`src/verilog/otsh_pkg.sv`:
```
// Shared constants and helpers for the fuse and shadow register block
package otsh_pkg;
   // Widths and sizes
   localparam int ADDR_W = 8;
   localparam int DATA_W = 8;
   localparam int SHD_N = 14;
   localparam int IDX_W = 4;
   localparam int MODE_W = 2;
   localparam int GAIN_W = 6;
   localparam int SHD_LO_N = 8;
   // Register addresses
   localparam logic [7:0] ADR_SYS = 8'h20;
   localparam logic [7:0] ADR_MODE = 8'h3F;
   localparam logic [7:0] SHD_LO_BASE = 8'h10;
   localparam logic [7:0] SHD_HI_BASE = 8'h30;
   localparam logic [7:0] SHD_HI_END = 8'h35;
   // Field positions
   localparam int UNLOCK_BIT = 3;
   localparam int BUSY_BIT = 7;
   localparam int TEST_POS = 7;
   localparam int ALT_POS = 7;
   // Access select codes
   localparam logic [1:0] MODE_READ = 2'h0;
   localparam logic [1:0] MODE_LOAD = 2'h1;
   localparam logic [1:0] MODE_WRITE = 2'h2;
   localparam logic [1:0] MODE_BURN = 2'h3;
   // Host user commands
   localparam logic [1:0] HC_READ = 2'h0;
   localparam logic [1:0] HC_WRITE = 2'h1;
   localparam logic [1:0] HC_LOAD = 2'h2;
   localparam logic [1:0] HC_TRIM = 2'h3;
   // Shadow indices with a meaning of their own
   localparam logic [SHD_N-1:0] TEST_IDX = 14'h2345;
   localparam logic [IDX_W-1:0] IDX_R2 = 4'h0;
   localparam logic [IDX_W-1:0] IDX_L2 = 4'h1;
   localparam logic [IDX_W-1:0] IDX_R3 = 4'h2;
   localparam logic [IDX_W-1:0] IDX_L3 = 4'h3;
   localparam logic [IDX_W-1:0] IDX_GR = 4'h8;
   localparam logic [IDX_W-1:0] IDX_GL = 4'h9;
   localparam logic [IDX_W-1:0] IDX_LAST = 4'hD;
   localparam logic [7:0] GAIN_BLANK = 8'h80;
   // Supply settle time after power-up
   localparam int SETTLE_NS = 1000000;
   localparam int CLK_NS = 10;
   localparam int SETTLE_CYC = (SETTLE_NS + CLK_NS - 1) / CLK_NS;

   // Address falls in a shadow range
   function automatic logic shd_hit(input logic [7:0] a);
      return (a >= SHD_LO_BASE && a < SHD_LO_BASE + 8'(SHD_LO_N))
         || (a >= SHD_HI_BASE && a <= SHD_HI_END);
   endfunction : shd_hit

   // Address to shadow index
   function automatic logic [IDX_W-1:0] shd_idx(input logic [7:0] a);
      logic [7:0] r;
      r = (a >= SHD_HI_BASE) ? a - SHD_HI_BASE + 8'(SHD_LO_N) : a - SHD_LO_BASE;
      return r[IDX_W-1:0];
   endfunction : shd_idx

   // Shadow index to address
   function automatic logic [7:0] shd_addr(input logic [IDX_W-1:0] i);
      return (i < IDX_W'(SHD_LO_N)) ? SHD_LO_BASE + 8'(i)
         : SHD_HI_BASE + 8'(i) - 8'(SHD_LO_N);
   endfunction : shd_addr

   // Test bits that sit at one
   function automatic logic [7:0] test_mask(input logic [IDX_W-1:0] i);
      logic [7:0] m;
      m = 8'h00;
      m[TEST_POS] = TEST_IDX[i];
      return m;
   endfunction : test_mask
endpackage : otsh_pkg
```
`src/verilog/otsh_link_if.sv`:
```
// Register link between host and device: serial port and trim port
`timescale 1ns/100ps
interface otsh_link_if;
   import otsh_pkg::*;
   logic ser_wr;
   logic ser_rd;
   logic [ADDR_W-1:0] ser_addr;
   logic [DATA_W-1:0] ser_wdata;
   logic [DATA_W-1:0] ser_rdata;
   logic trim_wr;
   logic trim_rd;
   logic [ADDR_W-1:0] trim_addr;
   logic [DATA_W-1:0] trim_wdata;
   logic [DATA_W-1:0] trim_rdata;
   logic busy;

   modport dev (
      input ser_wr, ser_rd, ser_addr, ser_wdata, trim_wr, trim_rd, trim_addr, trim_wdata,
      output ser_rdata, trim_rdata, busy
   );
   modport host (
      output ser_wr, ser_rd, ser_addr, ser_wdata, trim_wr, trim_rd, trim_addr, trim_wdata,
      input ser_rdata, trim_rdata, busy
   );
endinterface : otsh_link_if

```
`src/verilog/otsh_host.sv`:
```
// Host end: command sequencer driving the register link
`timescale 1ns/100ps
module otsh_host #(
   parameter bit USE_TRIM = 1'b0,
   parameter int SETTLE_CYC = otsh_pkg::SETTLE_CYC
) (
   // Clock and reset
   input wire logic i_clk,
   input wire logic i_reset,
   // Register link
   otsh_link_if.host link,
   // User command
   input wire logic i_start,
   input wire logic [1:0] i_cmd,
   input wire logic [otsh_pkg::ADDR_W-1:0] i_addr,
   input wire logic [otsh_pkg::DATA_W-1:0] i_wdata,
   // User result
   output logic o_ready,
   output logic o_done,
   output logic o_error,
   output logic [otsh_pkg::DATA_W-1:0] o_rdata,
   // Power control level to the device
   output logic o_power_ctrl_serial_clock_pin
);
   import otsh_pkg::*;

   localparam int CNT_W = $clog2(SETTLE_CYC + 1);

   typedef enum logic [3:0] {
      HS_SETTLE, HS_IDLE, HS_UNLOCK, HS_MODE, HS_ACC, HS_CAP, HS_DUMP, HS_DCAP, HS_WAIT, HS_DONE
   } otsh_hstate_type;
   typedef enum logic [1:0] {PH_SAVE, PH_BURN, PH_LOAD, PH_VERIFY} otsh_phase_type;

   otsh_hstate_type st_q;
   otsh_hstate_type st_d;
   otsh_phase_type ph_q;
   otsh_phase_type ph_d;
   logic [CNT_W-1:0] cnt_q;
   logic [CNT_W-1:0] cnt_d;
   logic [1:0] cmd_q;
   logic [1:0] cmd_d;
   logic [MODE_W-1:0] mode_q;
   logic [MODE_W-1:0] mode_d;
   logic [ADDR_W-1:0] addr_q;
   logic [ADDR_W-1:0] addr_d;
   logic [DATA_W-1:0] wdata_q;
   logic [DATA_W-1:0] wdata_d;
   logic [DATA_W-1:0] rdata_q;
   logic [DATA_W-1:0] rdata_d;
   logic [IDX_W-1:0] idx_q;
   logic [IDX_W-1:0] idx_d;
   logic [DATA_W-1:0] save_q [SHD_N];
   logic [DATA_W-1:0] save_d [SHD_N];
   logic err_q;
   logic err_d;
   logic done_q;
   logic done_d;
   logic b_wr;
   logic b_rd;
   logic [ADDR_W-1:0] b_addr;
   logic [DATA_W-1:0] b_wd;
   logic [DATA_W-1:0] rdat;

   // Link access for the current step
   always_comb begin
      b_wr = 1'b0;
      b_rd = 1'b0;
      b_addr = '0;
      b_wd = '0;
      unique case (st_q)
         // Unlock first, then select, then access
         HS_UNLOCK: begin
            b_wr = 1'b1;
            b_addr = ADR_SYS;
            b_wd[UNLOCK_BIT] = 1'b1;
         end
         HS_MODE: begin
            b_wr = 1'b1;
            b_addr = ADR_MODE;
            b_wd[MODE_W-1:0] = mode_q;
         end
         HS_ACC: begin
            b_wr = (cmd_q == HC_WRITE);
            b_rd = (cmd_q == HC_READ);
            b_addr = addr_q;
            // Test bits are kept at one
            b_wd = wdata_q | (shd_hit(addr_q) ? test_mask(shd_idx(addr_q)) : '0);
         end
         HS_DUMP: begin
            b_rd = 1'b1;
            b_addr = shd_addr(idx_q);
         end
         HS_SETTLE, HS_IDLE, HS_CAP, HS_DCAP, HS_WAIT, HS_DONE: begin
         end
      endcase
   end

   // Port choice is fixed per build
   assign link.ser_wr = b_wr & !USE_TRIM;
   assign link.ser_rd = b_rd & !USE_TRIM;
   assign link.ser_addr = b_addr;
   assign link.ser_wdata = b_wd;
   assign link.trim_wr = b_wr & USE_TRIM;
   assign link.trim_rd = b_rd & USE_TRIM;
   assign link.trim_addr = b_addr;
   assign link.trim_wdata = b_wd;
   assign rdat = USE_TRIM ? link.trim_rdata : link.ser_rdata;

   // Command sequencer
   always_comb begin
      st_d = st_q;
      ph_d = ph_q;
      cnt_d = cnt_q;
      cmd_d = cmd_q;
      mode_d = mode_q;
      addr_d = addr_q;
      wdata_d = wdata_q;
      rdata_d = rdata_q;
      idx_d = idx_q;
      save_d = save_q;
      err_d = err_q;
      done_d = 1'b0;
      unique case (st_q)
         // No access before the supply settles
         HS_SETTLE: begin
            cnt_d = cnt_q + 1'b1;
            if (cnt_q == CNT_W'(SETTLE_CYC - 1)) begin
               // Hold until the power-on load ends, else the unlock write is dropped
               cnt_d = cnt_q;
               if (!link.busy) begin
                  st_d = HS_IDLE;
               end
            end
         end
         HS_IDLE: begin
            if (i_start) begin
               cmd_d = i_cmd;
               addr_d = i_addr;
               wdata_d = i_wdata;
               err_d = 1'b0;
               idx_d = '0;
               ph_d = PH_SAVE;
               mode_d = (i_cmd == HC_WRITE) ? MODE_WRITE
                  : (i_cmd == HC_LOAD) ? MODE_LOAD : MODE_READ;
               st_d = HS_UNLOCK;
            end
         end
         HS_UNLOCK: st_d = HS_MODE;
         HS_MODE: begin
            if (mode_q == MODE_LOAD || mode_q == MODE_BURN) begin
               st_d = HS_WAIT;
            end else begin
               st_d = (cmd_q == HC_TRIM) ? HS_DUMP : HS_ACC;
            end
         end
         HS_ACC: st_d = (cmd_q == HC_READ) ? HS_CAP : HS_DONE;
         HS_CAP: begin
            rdata_d = rdat;
            st_d = HS_DONE;
         end
         HS_DUMP: st_d = HS_DCAP;
         HS_DCAP: begin
            // Save before, compare after
            if (ph_q == PH_SAVE) begin
               save_d[idx_q] = rdat;
            end else if (rdat != save_q[idx_q]) begin
               err_d = 1'b1;
            end
            if (idx_q != IDX_LAST) begin
               idx_d = idx_q + 1'b1;
               st_d = HS_DUMP;
            end else begin
               idx_d = '0;
               st_d = HS_DONE;
               // Burn only an untrimmed part
               if (ph_q == PH_SAVE) begin
                  if (save_q[IDX_GR] == GAIN_BLANK && save_q[IDX_GL] == GAIN_BLANK) begin
                     ph_d = PH_BURN;
                     mode_d = MODE_BURN;
                     st_d = HS_MODE;
                  end else begin
                     err_d = 1'b1;
                  end
               end
            end
         end
         HS_WAIT: begin
            if (!link.busy) begin
               if (cmd_q == HC_LOAD) begin
                  st_d = HS_DONE;
               // Fuses are seen only through a load
               end else if (ph_q == PH_BURN) begin
                  ph_d = PH_LOAD;
                  mode_d = MODE_LOAD;
                  st_d = HS_MODE;
               end else begin
                  ph_d = PH_VERIFY;
                  mode_d = MODE_READ;
                  st_d = HS_MODE;
               end
            end
         end
         HS_DONE: begin
            done_d = 1'b1;
            st_d = HS_IDLE;
         end
      endcase
   end

   // Sequencer registers
   always_ff @(posedge i_clk) begin
      if (i_reset) begin
         st_q <= HS_SETTLE;
         ph_q <= PH_SAVE;
         cnt_q <= '0;
         cmd_q <= HC_READ;
         mode_q <= MODE_READ;
         addr_q <= '0;
         wdata_q <= '0;
         rdata_q <= '0;
         idx_q <= '0;
         err_q <= 1'b0;
         done_q <= 1'b0;
         for (int i = 0; i < SHD_N; i++) begin
            save_q[i] <= '0;
         end
      end else begin
         st_q <= st_d;
         ph_q <= ph_d;
         cnt_q <= cnt_d;
         cmd_q <= cmd_d;
         mode_q <= mode_d;
         addr_q <= addr_d;
         wdata_q <= wdata_d;
         rdata_q <= rdata_d;
         idx_q <= idx_d;
         save_q <= save_d;
         err_q <= err_d;
         done_q <= done_d;
      end
   end

   // Outputs
   assign o_ready = (st_q == HS_IDLE);
   assign o_done = done_q;
   assign o_error = err_q;
   assign o_rdata = rdata_q;
   assign o_power_ctrl_serial_clock_pin = 1'b1;
endmodule : otsh_host

```
`src/flat_wrapper.sv`:
```
// flat-port wrapper written by rule: the top's interface ports become plain ports
module otsh_host_flat import otsh_pkg::*;
#(
   parameter bit USE_TRIM = 1'b0,
   parameter int SETTLE_CYC = otsh_pkg::SETTLE_CYC
)
  (i_clk, i_reset, i_start, i_cmd, i_addr, i_wdata, o_ready, o_done, o_error, o_rdata, o_power_ctrl_serial_clock_pin, link_ser_wr, link_ser_rd, link_ser_addr, link_ser_wdata, link_trim_wr, link_trim_rd, link_trim_addr, link_trim_wdata, link_ser_rdata, link_trim_rdata, link_busy);
  otsh_link_if link_i ();
  input wire logic i_clk;
  input wire logic i_reset;
  input wire logic i_start;
  input wire logic [1:0] i_cmd;
  input wire logic [otsh_pkg::ADDR_W-1:0] i_addr;
  input wire logic [otsh_pkg::DATA_W-1:0] i_wdata;
  output logic o_ready;
  output logic o_done;
  output logic o_error;
  output logic [otsh_pkg::DATA_W-1:0] o_rdata;
  output logic o_power_ctrl_serial_clock_pin;
  output wire logic [$bits(link_i.ser_wr)-1:0] link_ser_wr;
  output wire logic [$bits(link_i.ser_rd)-1:0] link_ser_rd;
  output wire logic [$bits(link_i.ser_addr)-1:0] link_ser_addr;
  output wire logic [$bits(link_i.ser_wdata)-1:0] link_ser_wdata;
  output wire logic [$bits(link_i.trim_wr)-1:0] link_trim_wr;
  output wire logic [$bits(link_i.trim_rd)-1:0] link_trim_rd;
  output wire logic [$bits(link_i.trim_addr)-1:0] link_trim_addr;
  output wire logic [$bits(link_i.trim_wdata)-1:0] link_trim_wdata;
  input wire logic [$bits(link_i.ser_rdata)-1:0] link_ser_rdata;
  input wire logic [$bits(link_i.trim_rdata)-1:0] link_trim_rdata;
  input wire logic [$bits(link_i.busy)-1:0] link_busy;
  assign link_ser_wr = link_i.ser_wr;
  assign link_ser_rd = link_i.ser_rd;
  assign link_ser_addr = link_i.ser_addr;
  assign link_ser_wdata = link_i.ser_wdata;
  assign link_trim_wr = link_i.trim_wr;
  assign link_trim_rd = link_i.trim_rd;
  assign link_trim_addr = link_i.trim_addr;
  assign link_trim_wdata = link_i.trim_wdata;
  assign link_i.ser_rdata = link_ser_rdata;
  assign link_i.trim_rdata = link_trim_rdata;
  assign link_i.busy = link_busy;
  otsh_host #(.USE_TRIM(USE_TRIM), .SETTLE_CYC(SETTLE_CYC)) u_core (.i_clk(i_clk), .i_reset(i_reset), .link(link_i), .i_start(i_start), .i_cmd(i_cmd), .i_addr(i_addr), .i_wdata(i_wdata), .o_ready(o_ready), .o_done(o_done), .o_error(o_error), .o_rdata(o_rdata), .o_power_ctrl_serial_clock_pin(o_power_ctrl_serial_clock_pin));
endmodule
```
`config.mk`:
```
export PLATFORM = sky130hd
export DESIGN_NAME = otsh_host_flat
export DESIGN_NICKNAME = d
export VERILOG_FILES = /design/src/verilog/otsh_pkg.sv /design/src/verilog/otsh_link_if.sv /design/src/verilog/otsh_host.sv /design/src/flat_wrapper.sv
export SDC_FILE = /design/constraint.sdc
export NUM_CORES = 1
export LEC_CHECK = 0
export ABC_AREA = 1
export BUFFER_PORTS_ARGS = -buffer_cell sky130_fd_sc_hd__clkbuf_2
export CAP_MARGIN = 20
export CORE_ASPECT_RATIO = 1.25
export CORE_UTILIZATION = 40
export CTS_BUF_LIST = sky130_fd_sc_hd__clkbuf_8 sky130_fd_sc_hd__clkbuf_16
export CTS_CLUSTER_DIAMETER = 200
export DETAILED_ROUTE_END_ITERATION = 6
export HOLD_SLACK_MARGIN = 0.03
export PLACE_DENSITY = 0.54
export SLEW_MARGIN = 10
export SYNTH_ARGS = -nofsm -noshare
export SYNTH_HDL_FRONTEND = slang
export SYNTH_SLANG_ARGS = --single-unit
```
`constraint.sdc`:
```
create_clock -name i_clk -period 2.5 [get_ports i_clk]
set_input_delay 0.5 -clock i_clk [delete_from_list [all_inputs] [get_ports i_clk]]
set_output_delay 0.5 -clock i_clk [all_outputs]
set_load 0.1 [all_outputs]
```
# Word-level counts from Yosys, hierarchy flattened
# Memory sizes are Yosys's and may differ from the RTL's.
# Index checks and enable logic that the tools add are counted.
word_totals:
  reg_bits: 169
  mem_bits_ro: 16
  inputBits: 38
  output_inout_bits: 48
  elab_cells: 151
  mem_count: 1
memory_table:
  columns: ["name", "words", "word_bits", "read_ports", "rd_ports_with_merged_regs", "wr", "line_no", "text"]
  rows:
  - ["(name not given)", 16, 1, 1, 0, 0, "otsh_pkg.sv:70", "m[TEST_POS] = TEST_IDX[i];"]
classes:
  add_sub_neg: 8
  order_cmp: 8
  eq_ne: 30
  n_mux: 58
  bitwise: 3
  n_reduce_logical: 18
ops:
  columns: ["op", "count"]
  rows:
  - ["112-bit bitwise mux", 1]
  - ["4-bit 2-to-1 mux", 14]
  - ["8-bit 2-to-1 mux", 5]
  - ["4-bit one-hot mux with 10 select lines", 1]
  - ["8-bit binary-select mux with 4-bit select", 1]
  - ["8-bit demux with 4-bit select", 1]
  - ["8-bit one-hot mux with 4 select lines", 1]
  - ["2-bit 2-to-1 mux", 14]
  - ["17-bit by 1-bit adder with 17-bit output, second input constant", 1]
  - ["17-bit == test, second input constant", 1]
  - ["4-bit by 3-bit == test with 1-bit output, second input constant", 4]
  - ["8-bit == test, second input constant", 2]
  - ["1-bit 2-to-1 mux", 12]
  - ["2-bit one-hot mux with 3 select lines", 2]
  - ["2-bit != test, second input constant", 5]
  - ["2-bit by 1-bit == test with 1-bit output, second input constant", 4]
  - ["2-bit == test, second input constant", 4]
  - ["4-bit by 2-bit == test with 1-bit output, second input constant", 2]
  - ["4-bit == test, second input constant", 2]
  - ["8-bit by 5-bit >= comparator with 1-bit output, second input constant", 1]
  - ["8-bit by 6-bit >= comparator with 1-bit output, second input constant", 1]
  - ["8-bit by 6-bit <= comparator with 1-bit output, second input constant", 1]
  - ["8-bit by 5-bit less-than comparator with 1-bit output, second input constant", 1]
  - ["8-bit != test", 1]
  - ["29 further kinds", 43]

# Logic depth before layout (Yosys ltp)
# Gate-level depths: netlist of the first run.
logic_depth:
  ltp_word: 11
  ltp_mapped: 19
  ltp_nobuf: 17

# Worst setup path after synthesis of the first run
# OpenSTA, ideal clock, no wires.
synth_timing:
  kind: "reg2out"
  startpoint: "register u_core.st_q[2]"
  endpoint: "output port link_trim_wdata[0]"
  arrival_ps: 3858
  required_ps: 2000
  slack_ps: -1858
  path_stages_with_launch: 9
  path_cell_list: "dfxtp_1 inv_2 nor2_2 inv_2 nor2_1 clkinv_1 clkbuf_1 o21ai_0 buf_4"
synth_via:
  elab_chain_cells: 2
  elab_cells_between_ends: 3
  cone_classes: "2 x eq/ne; 1 x mux"
synth_lines:
  columns: ["item", "line_no", "text"]
  rows:
  - ["from (decl)", "otsh_host.sv:34", "otsh_hstate_type st_q;"]
  - ["from (signal assigned)", "otsh_host.sv:228", "st_q <= st_d;"]
  - ["4-bit by 3-bit == test with 1-bit output / 4-bit by 2-bit == test with 1-bit output (equally long branches)", "otsh_host.sv:70", "unique case (st_q)"]
  - ["2-bit one-hot mux with 2 select lines (*)", "otsh_host.sv:70", null]
  - ["to (decl)", "flat_wrapper.sv:27", "output wire logic [$bits(link_i.trim_wdata)-1:0] link_trim_wdata;"]
# Every way passes the cells marked *; elsewhere a longest branch is shown, timed or not.

# Final worst setup path of the first run
layout_timing:
  startpoint: "register u_core.st_q[2]"
  endpoint: "output port link_ser_wdata[4]"
layout_via:
  elab_chain_cells: 2
layout_lines:
  columns: ["item", "line_no", "text"]
  rows:
  - ["4-bit by 3-bit == test with 1-bit output", "otsh_host.sv:70", null]
  - ["4-bit 2-to-1 mux", "otsh_host.sv:70", null]
  - ["to (decl)", "flat_wrapper.sv:23", "output wire logic [$bits(link_i.ser_wdata)-1:0] link_ser_wdata;"]
# No other way between the ends.

==> results.py, run 1 <==
metrics = {
    "run_status": {
        "outcome": "completed",
    },
    "die": {
        "num_rows": 58,
        "initial_utilization_pct": 40.8,
        "core-area_um2": 20200,
        "die_h_um": 162,
        "die-area_um2": 21200,
        "die_x_um": 130,
        "num_io_pins": 86,
    },
    "sta": {
        "fmax_ghz": 0.413,
        "slew-limit-headroom_pct": 59.8,
        "final-max-slew-violation-count": 0,
        "finClkSkew_ns": 0.0103,
        "holdWs_ns": 0.349,
        "setup_viol": 0,
        "final.min_clock_period_ns": 2.42,
        "hold_viol_final": 0,
        "worst_slew_pin_slew_ns": 0.604,
        "fin_ws_ns": 0.0784,
        "grt_setup_unrepaired": "true",
        "period_share_pct": 96.9,
    },
    "final_layout": {
        "utilization_pct": 46.9,
        "fillers": 2128,
        "areaGrowthSynthToFinish_pct": 15.1,
        "antenna_cells": 0,
        "final_cells": 1492,
        "design_area_um2": 9470,
        "final_cell_mix": "295 x nand2_1, 167 x dfxtp_1, 165 x o21ai_0",
        "layout-drive-gt1-share_pct": 15.5,
        "final_common_cell": "nand2_1",
        "final_nets": 1248,
    },
    "clock_tree": {
        "cts_tree": "yes",
        "clk_pin_slew_ns": 0.07,
        "clk_path_buf_depth": 2,
        "htree_levels": 4,
        "clock_latency_ns": 0.43,
        "cts.sinks": 169,
        "cts_buffers": 17,
        "cts-root-buf": "clkbuf_16",
    },
    "global_route": {
        "antenna_found_initial": 0,
        "grt_max_degree": 147,
        "grtUsageTotal_pct": 21.6,
        "grt_pass1_vias": 6755,
        "grt_pass1_wl_um": 35200,
        "overflow": 0,
    },
    "synthesis": {
        "synth_edf_count": 0,
        "synthFlopType": "dfxtp_1",
        "synthXorXnorAreaFrac_pct": 0.426,
        "synth_top_family_by_area": "simple AND/OR/NAND/NOR gates",
        "synth_warnings": 0,
        "synth-async-reset-ratio_pct": 0,
        "muxShareOfSynthArea_pct": 0,
        "synthCells": 1176,
        "synth.avg_cell_area_um2": 7.00,
        "synth_seq_cells": 169,
        "synth-compound-area-share_pct": 23.3,
        "synth-simple-area-share_pct": 23.5,
        "ys_seq_area_share_pct": 41.1,
        "syn-cell-area_um2": 8230,
        "synth_fa_ha_area_share_pct": 0.152,
        "synth_cell_types": 48,
    },
    "power": {
        "switching_power_mw": 1.30,
        "p_seq_share_pct": 49.5,
        "p_leak_nw": 3.96,
        "switching_share_pct": 23.9,
        "powerDensity_nw_per_um2": 576,
        "vdd_drop_max_mv": 0.455,
        "internal_power_mw": 4.15,
        "clock_power_share_pct": 46.9,
        "pwr-share-comb_pct": 3.6,
    },
    "placed_design": {
        "hpwlAfterDp_um": 15000,
        "placed_cell_area_um2": 8720,
        "gp_congestion": 0.844,
        "pre_cts_slack_ns": 0.369,
        "place_inst": 1455,
        "port-buffer-count": 74,
    },
    "critical_path": {
        "worstPathArrival_ns": 1.92,
        "required_ns": 2.00,
        "cp_max_fo": 9,
        "end_kind": "primary output",
        "critPathLaunchType": "flip-flop",
        "crit_type": "reg2out",
    },
    "routing": {
        "num_vias": 7366,
        "wl_um": 22400,
        "final_antenna_net_count": 0,
        "drc_errors": 0,
        "dr.pass1.iters": 7,
        "wire_per_inst_um": 15.0,
        "vias_per_cell": 4.94,
        "drtIter0Drc": 524,
    },
    "job": {
        "max-cap-violations": 0,
    },
    "hold_path": {
        "hp-class": "in2reg",
    },
}
[worst max-delay path, cell delays in order, from the launching register on]
cell     delay [ns]
dfxtp_4        0.37
inv_2          0.04
nor2_4         0.09
inv_2          0.06
nor2_4         0.19
buf_4          0.17
inv_4          0.07
nor2_1         0.17
buf_4          0.32
[registers in the layout, indices dropped and copies added (netlist names)]
register        cells
u_core.save_q     112
u_core.cmd_q        2
u_core.addr_q       8
u_core.wdata_q      8
u_core.cnt_q       17
u_core.st_q         4
u_core.ph_q         2
u_core.o_done       1
u_core.o_rdata      8
u_core.mode_q       2
u_core.o_error      1
u_core.idx_q        4
[through the flow]
step                TNS (ns)  power [mW]
floorplan             -17.08        2.87
global route          -0.192        5.64
global placement           0        2.96
CTS                 -0.00846        5.51
detailed placement         0        2.96
finish                     0        5.45
[area by class of cell]
type,count,area [um^2],area share [%]
Timing Repair inverter,2,11.3,0.119
Sequential cell,169,3390,35.8
Tap cell,270,338,3.57
Multi-Input combinational cell,806,3980,42.0
Inverter,118,457,4.82
Timing Repair Buffer,95,736,7.77
Clock buffer,18,439,4.64
Clock inverter,14,123,1.29
[power groups by stage]
stage               registers [mW]  logic, mW  clock network [mW]
floorplan                     2.76      0.114                   0
global placement              2.76      0.197                   0
detailed placement            2.76      0.196                   0
CTS                           2.70      0.197                2.62
global route                  2.70      0.213                2.73
finish                        2.70      0.196                2.56
[logic make-up after synthesis]
group,count (synthesis)
and+or+nand+nor,431
AOI/OAI and AO/OA,367
buffers and inverters,202
DFF,169
xor gates and xnor gates,4
other,2
adders and majority gates,1
[final timing paths]
check | startpoint | to | slack, ns | cells after the start
setup reg to reg | u_core.idx_q[1] | u_core.o_error | 0.36 | 16
setup / recovery | u_core.st_q[2] | link_ser_wdata[4] | 0.08 | 8
hold reg to reg | u_core.save_q[75] | u_core.save_q[75] | 0.45 | 2
hold / removal | i_wdata[6] | u_core.wdata_q[6] | 0.35 | 3
[layer usage]
metal  part of all wire [%]  track usage, %  wire length (um)
met1                     48            28.8             10700
met2                     47            35.6             10600
met3                    3.5            3.45               780
met4                    1.3            6.45               292
met5                      0               0                 0
[cells in the mapped netlist, types with 2 or more instances]
master    instances  area [um^2]
nand3_1          17         85.1
clkbuf_1         33          124
conb_1            2         7.51
inv_2             9         33.8
o221ai_1          4         35.0
nor3_1           10         50.1
nand2_4           3         33.8
xor2_1            2         17.5
nand2_2           4         25.0
buf_2            16         80.1
nor2_1           62          233
o21ai_0         169          846
xnor2_1           2         17.5
nor2_8            2         40.0
nor2_4           11          124
nor2_2            5         31.3
o21ai_1           9         45.0
nor4_1            4         25.0
o31ai_1           2         15.0
inv_1           106          398
buf_6             7         78.8
nor3_4            4         65.1
a21oi_1         162          811
a211oi_1          2         15.0
dfxtp_1         169         3380
a311oi_1          2         17.5
buf_4            27          203
o21a_1            9         67.6
nand4_1           8         50.1
nand2_1         296         1110
[repair_timing]
item | in CTS | in global routing
resized for setup | 21 | 46
pin swaps | 0 | 2
gates cloned | 0 | 2
setup buffers | 0 | 3
endpoints found under the setup margin | 23 | 34
hold buffers | 0 | 0
(Power assumes the default switching activity.)
==> run 2, diff against run 1 <==
Clock period 2.5 ns to 2.7 ns, I/O delays scaled along.
==> results.py, run 2 (synthesis results as in run 1) <==
metrics = {
    "run_status": {
        "outcome": "completed",
    },
    "sta": {
        "fmax_ghz": 0.387,
        "fin_ws_ns": 0.114,
        "final.min_clock_period_ns": 2.59,
        "finClkSkew_ns": 0.0112,
        "setup_viol": 0,
        "slew-limit-headroom_pct": 59.9,
        "period_share_pct": 95.8,
        "hold_viol_final": 0,
        "worst_slew_pin_slew_ns": 0.600,
        "setup_tns_ns": 0,
        "final-max-slew-violation-count": 0,
        "grt_setup_unrepaired": "true",
    },
    "final_layout": {
        "regMostFlops": "u_core.save_q",
        "antenna_cells": 0,
        "utilization_pct": 46.2,
        "final_cell_mix": "296 x nand2_1, 167 x dfxtp_1, 165 x o21ai_0",
        "final_nets": 1244,
        "areaGrowthSynthToFinish_pct": 13.3,
        "layout-drive-gt1-share_pct": 14.6,
        "top_regs": "u_core.save_q: 112 flops, u_core.cnt_q: 17 flops",
        "largest_register_ffs": 112,
        "final_common_cell": "nand2_1",
    },
    "power": {
        "power_mw": 5.23,
        "p_leak_nw": 3.94,
        "powerDensity_nw_per_um2": 560,
        "vdd_drop_max_mv": 0.460,
    },
    "routing": {
        "drtIter0Drc": 452,
        "wl_um": 22400,
        "final_antenna_net_count": 0,
        "num_vias": 7395,
        "dr.pass1.iters": 5,
        "vias_per_cell": 4.97,
        "wire_per_inst_um": 15.1,
        "drc_errors": 0,
    },
    "placed_design": {
        "port-buffer-count": 74,
        "pre_cts_slack_ns": 0.461,
        "gp_congestion": 0.798,
        "hpwlAfterDp_um": 15300,
    },
    "global_route": {
        "antenna_found_initial": 0,
        "grt_max_degree": 113,
        "grt_pass1_wl_um": 35800,
        "grt_pass1_vias": 6716,
        "grtUsageTotal_pct": 22.0,
        "overflow": 0,
    },
    "critical_path": {
        "crit_type": "reg2out",
        "critPathLaunchType": "flip-flop",
        "cp_max_fo": 6,
        "ff2ff_path_depth": 16,
        "worstPathArrival_ns": 2.05,
        "required_ns": 2.16,
        "end_kind": "primary output",
    },
    "die": {
        "die_h_um": 162,
        "die-area_um2": 21200,
        "core-area_um2": 20200,
        "initial_utilization_pct": 40.8,
        "num_rows": 58,
        "die_x_um": 130,
        "num_io_pins": 86,
    },
    "clock_tree": {
        "htree_levels": 4,
        "cts_tree": "yes",
        "cts.sinks": 169,
        "clock_latency_ns": 0.44,
        "cts-root-buf": "clkbuf_16",
        "cts_buffers": 17,
        "clk_path_buf_depth": 2,
        "postCtsHoldBufs": 0,
        "clk_pin_slew_ns": 0.07,
    },
    "hold_path": {
        "hp-class": "in2reg",
        "hold-path-cell-count": 3,
    },
    "job": {
        "max-cap-violations": 0,
    },
}
-- run 2: final timing paths --
path         slack [ns]                end         startpoint
min reg2reg        0.45  u_core.save_q[79]  u_core.save_q[79]
min                0.39  u_core.wdata_q[6]         i_wdata[6]
max reg2reg        0.50     u_core.o_error    u_core.idx_q[1]
max                0.11  link_trim_addr[4]     u_core.st_q[2]
-- run 2: layout make-up --
type                            instances  area, um^2
Clock inverter                         13         158
Multi-Input combinational cell        806        3920
Inverter                              118         457
Timing Repair Buffer                   93         616
Clock buffer                           19         453
Fill cell                            2144       10800
Sequential cell                       169        3390
Tap cell                              270         338
-- run 2: power by group --
part	internal (mW)	switching, mW
clock	1.44	1.10
sequential	2.50	0.00263
combinational	0.0501	0.134
total	3.99	1.24
-- run 2: through the flow --
stage          area [um^2]  cells  hold WS [ns]
5_1_grt               9330   1488         0.408
4_1_cts               9310   1488         0.373
6_report              9330   1488         0.385
2_1_floorplan         8260   1177         0.424
3_3_place_gp          8700   1456         0.440
3_5_place_dp          8700   1456         0.443
-- run 2: worst max-delay path, cell delays in order, from the launching register on --
cell      delay [ns]
dfxtp_2         0.34
nor2_1          0.20
inv_2           0.09
nor2_1          0.21
inv_1           0.16
o211ai_1        0.14
buf_2           0.46
-- run 2: timing repair --
item                                    4_1_cts  5_1_grt
setup buffers                                 0        0
endpoints found under the setup margin        0       18
resized for setup                             0       25
-- run 2: routing by layer --
layer  vias up  wire (um)  global-route usage (%)
li1       3875          -                       -
met1      3347      10600                    29.2
met2       155      10600                    36.4
met3        18        894                    3.42
met4         0        277                    6.24
met5         -          0                       0
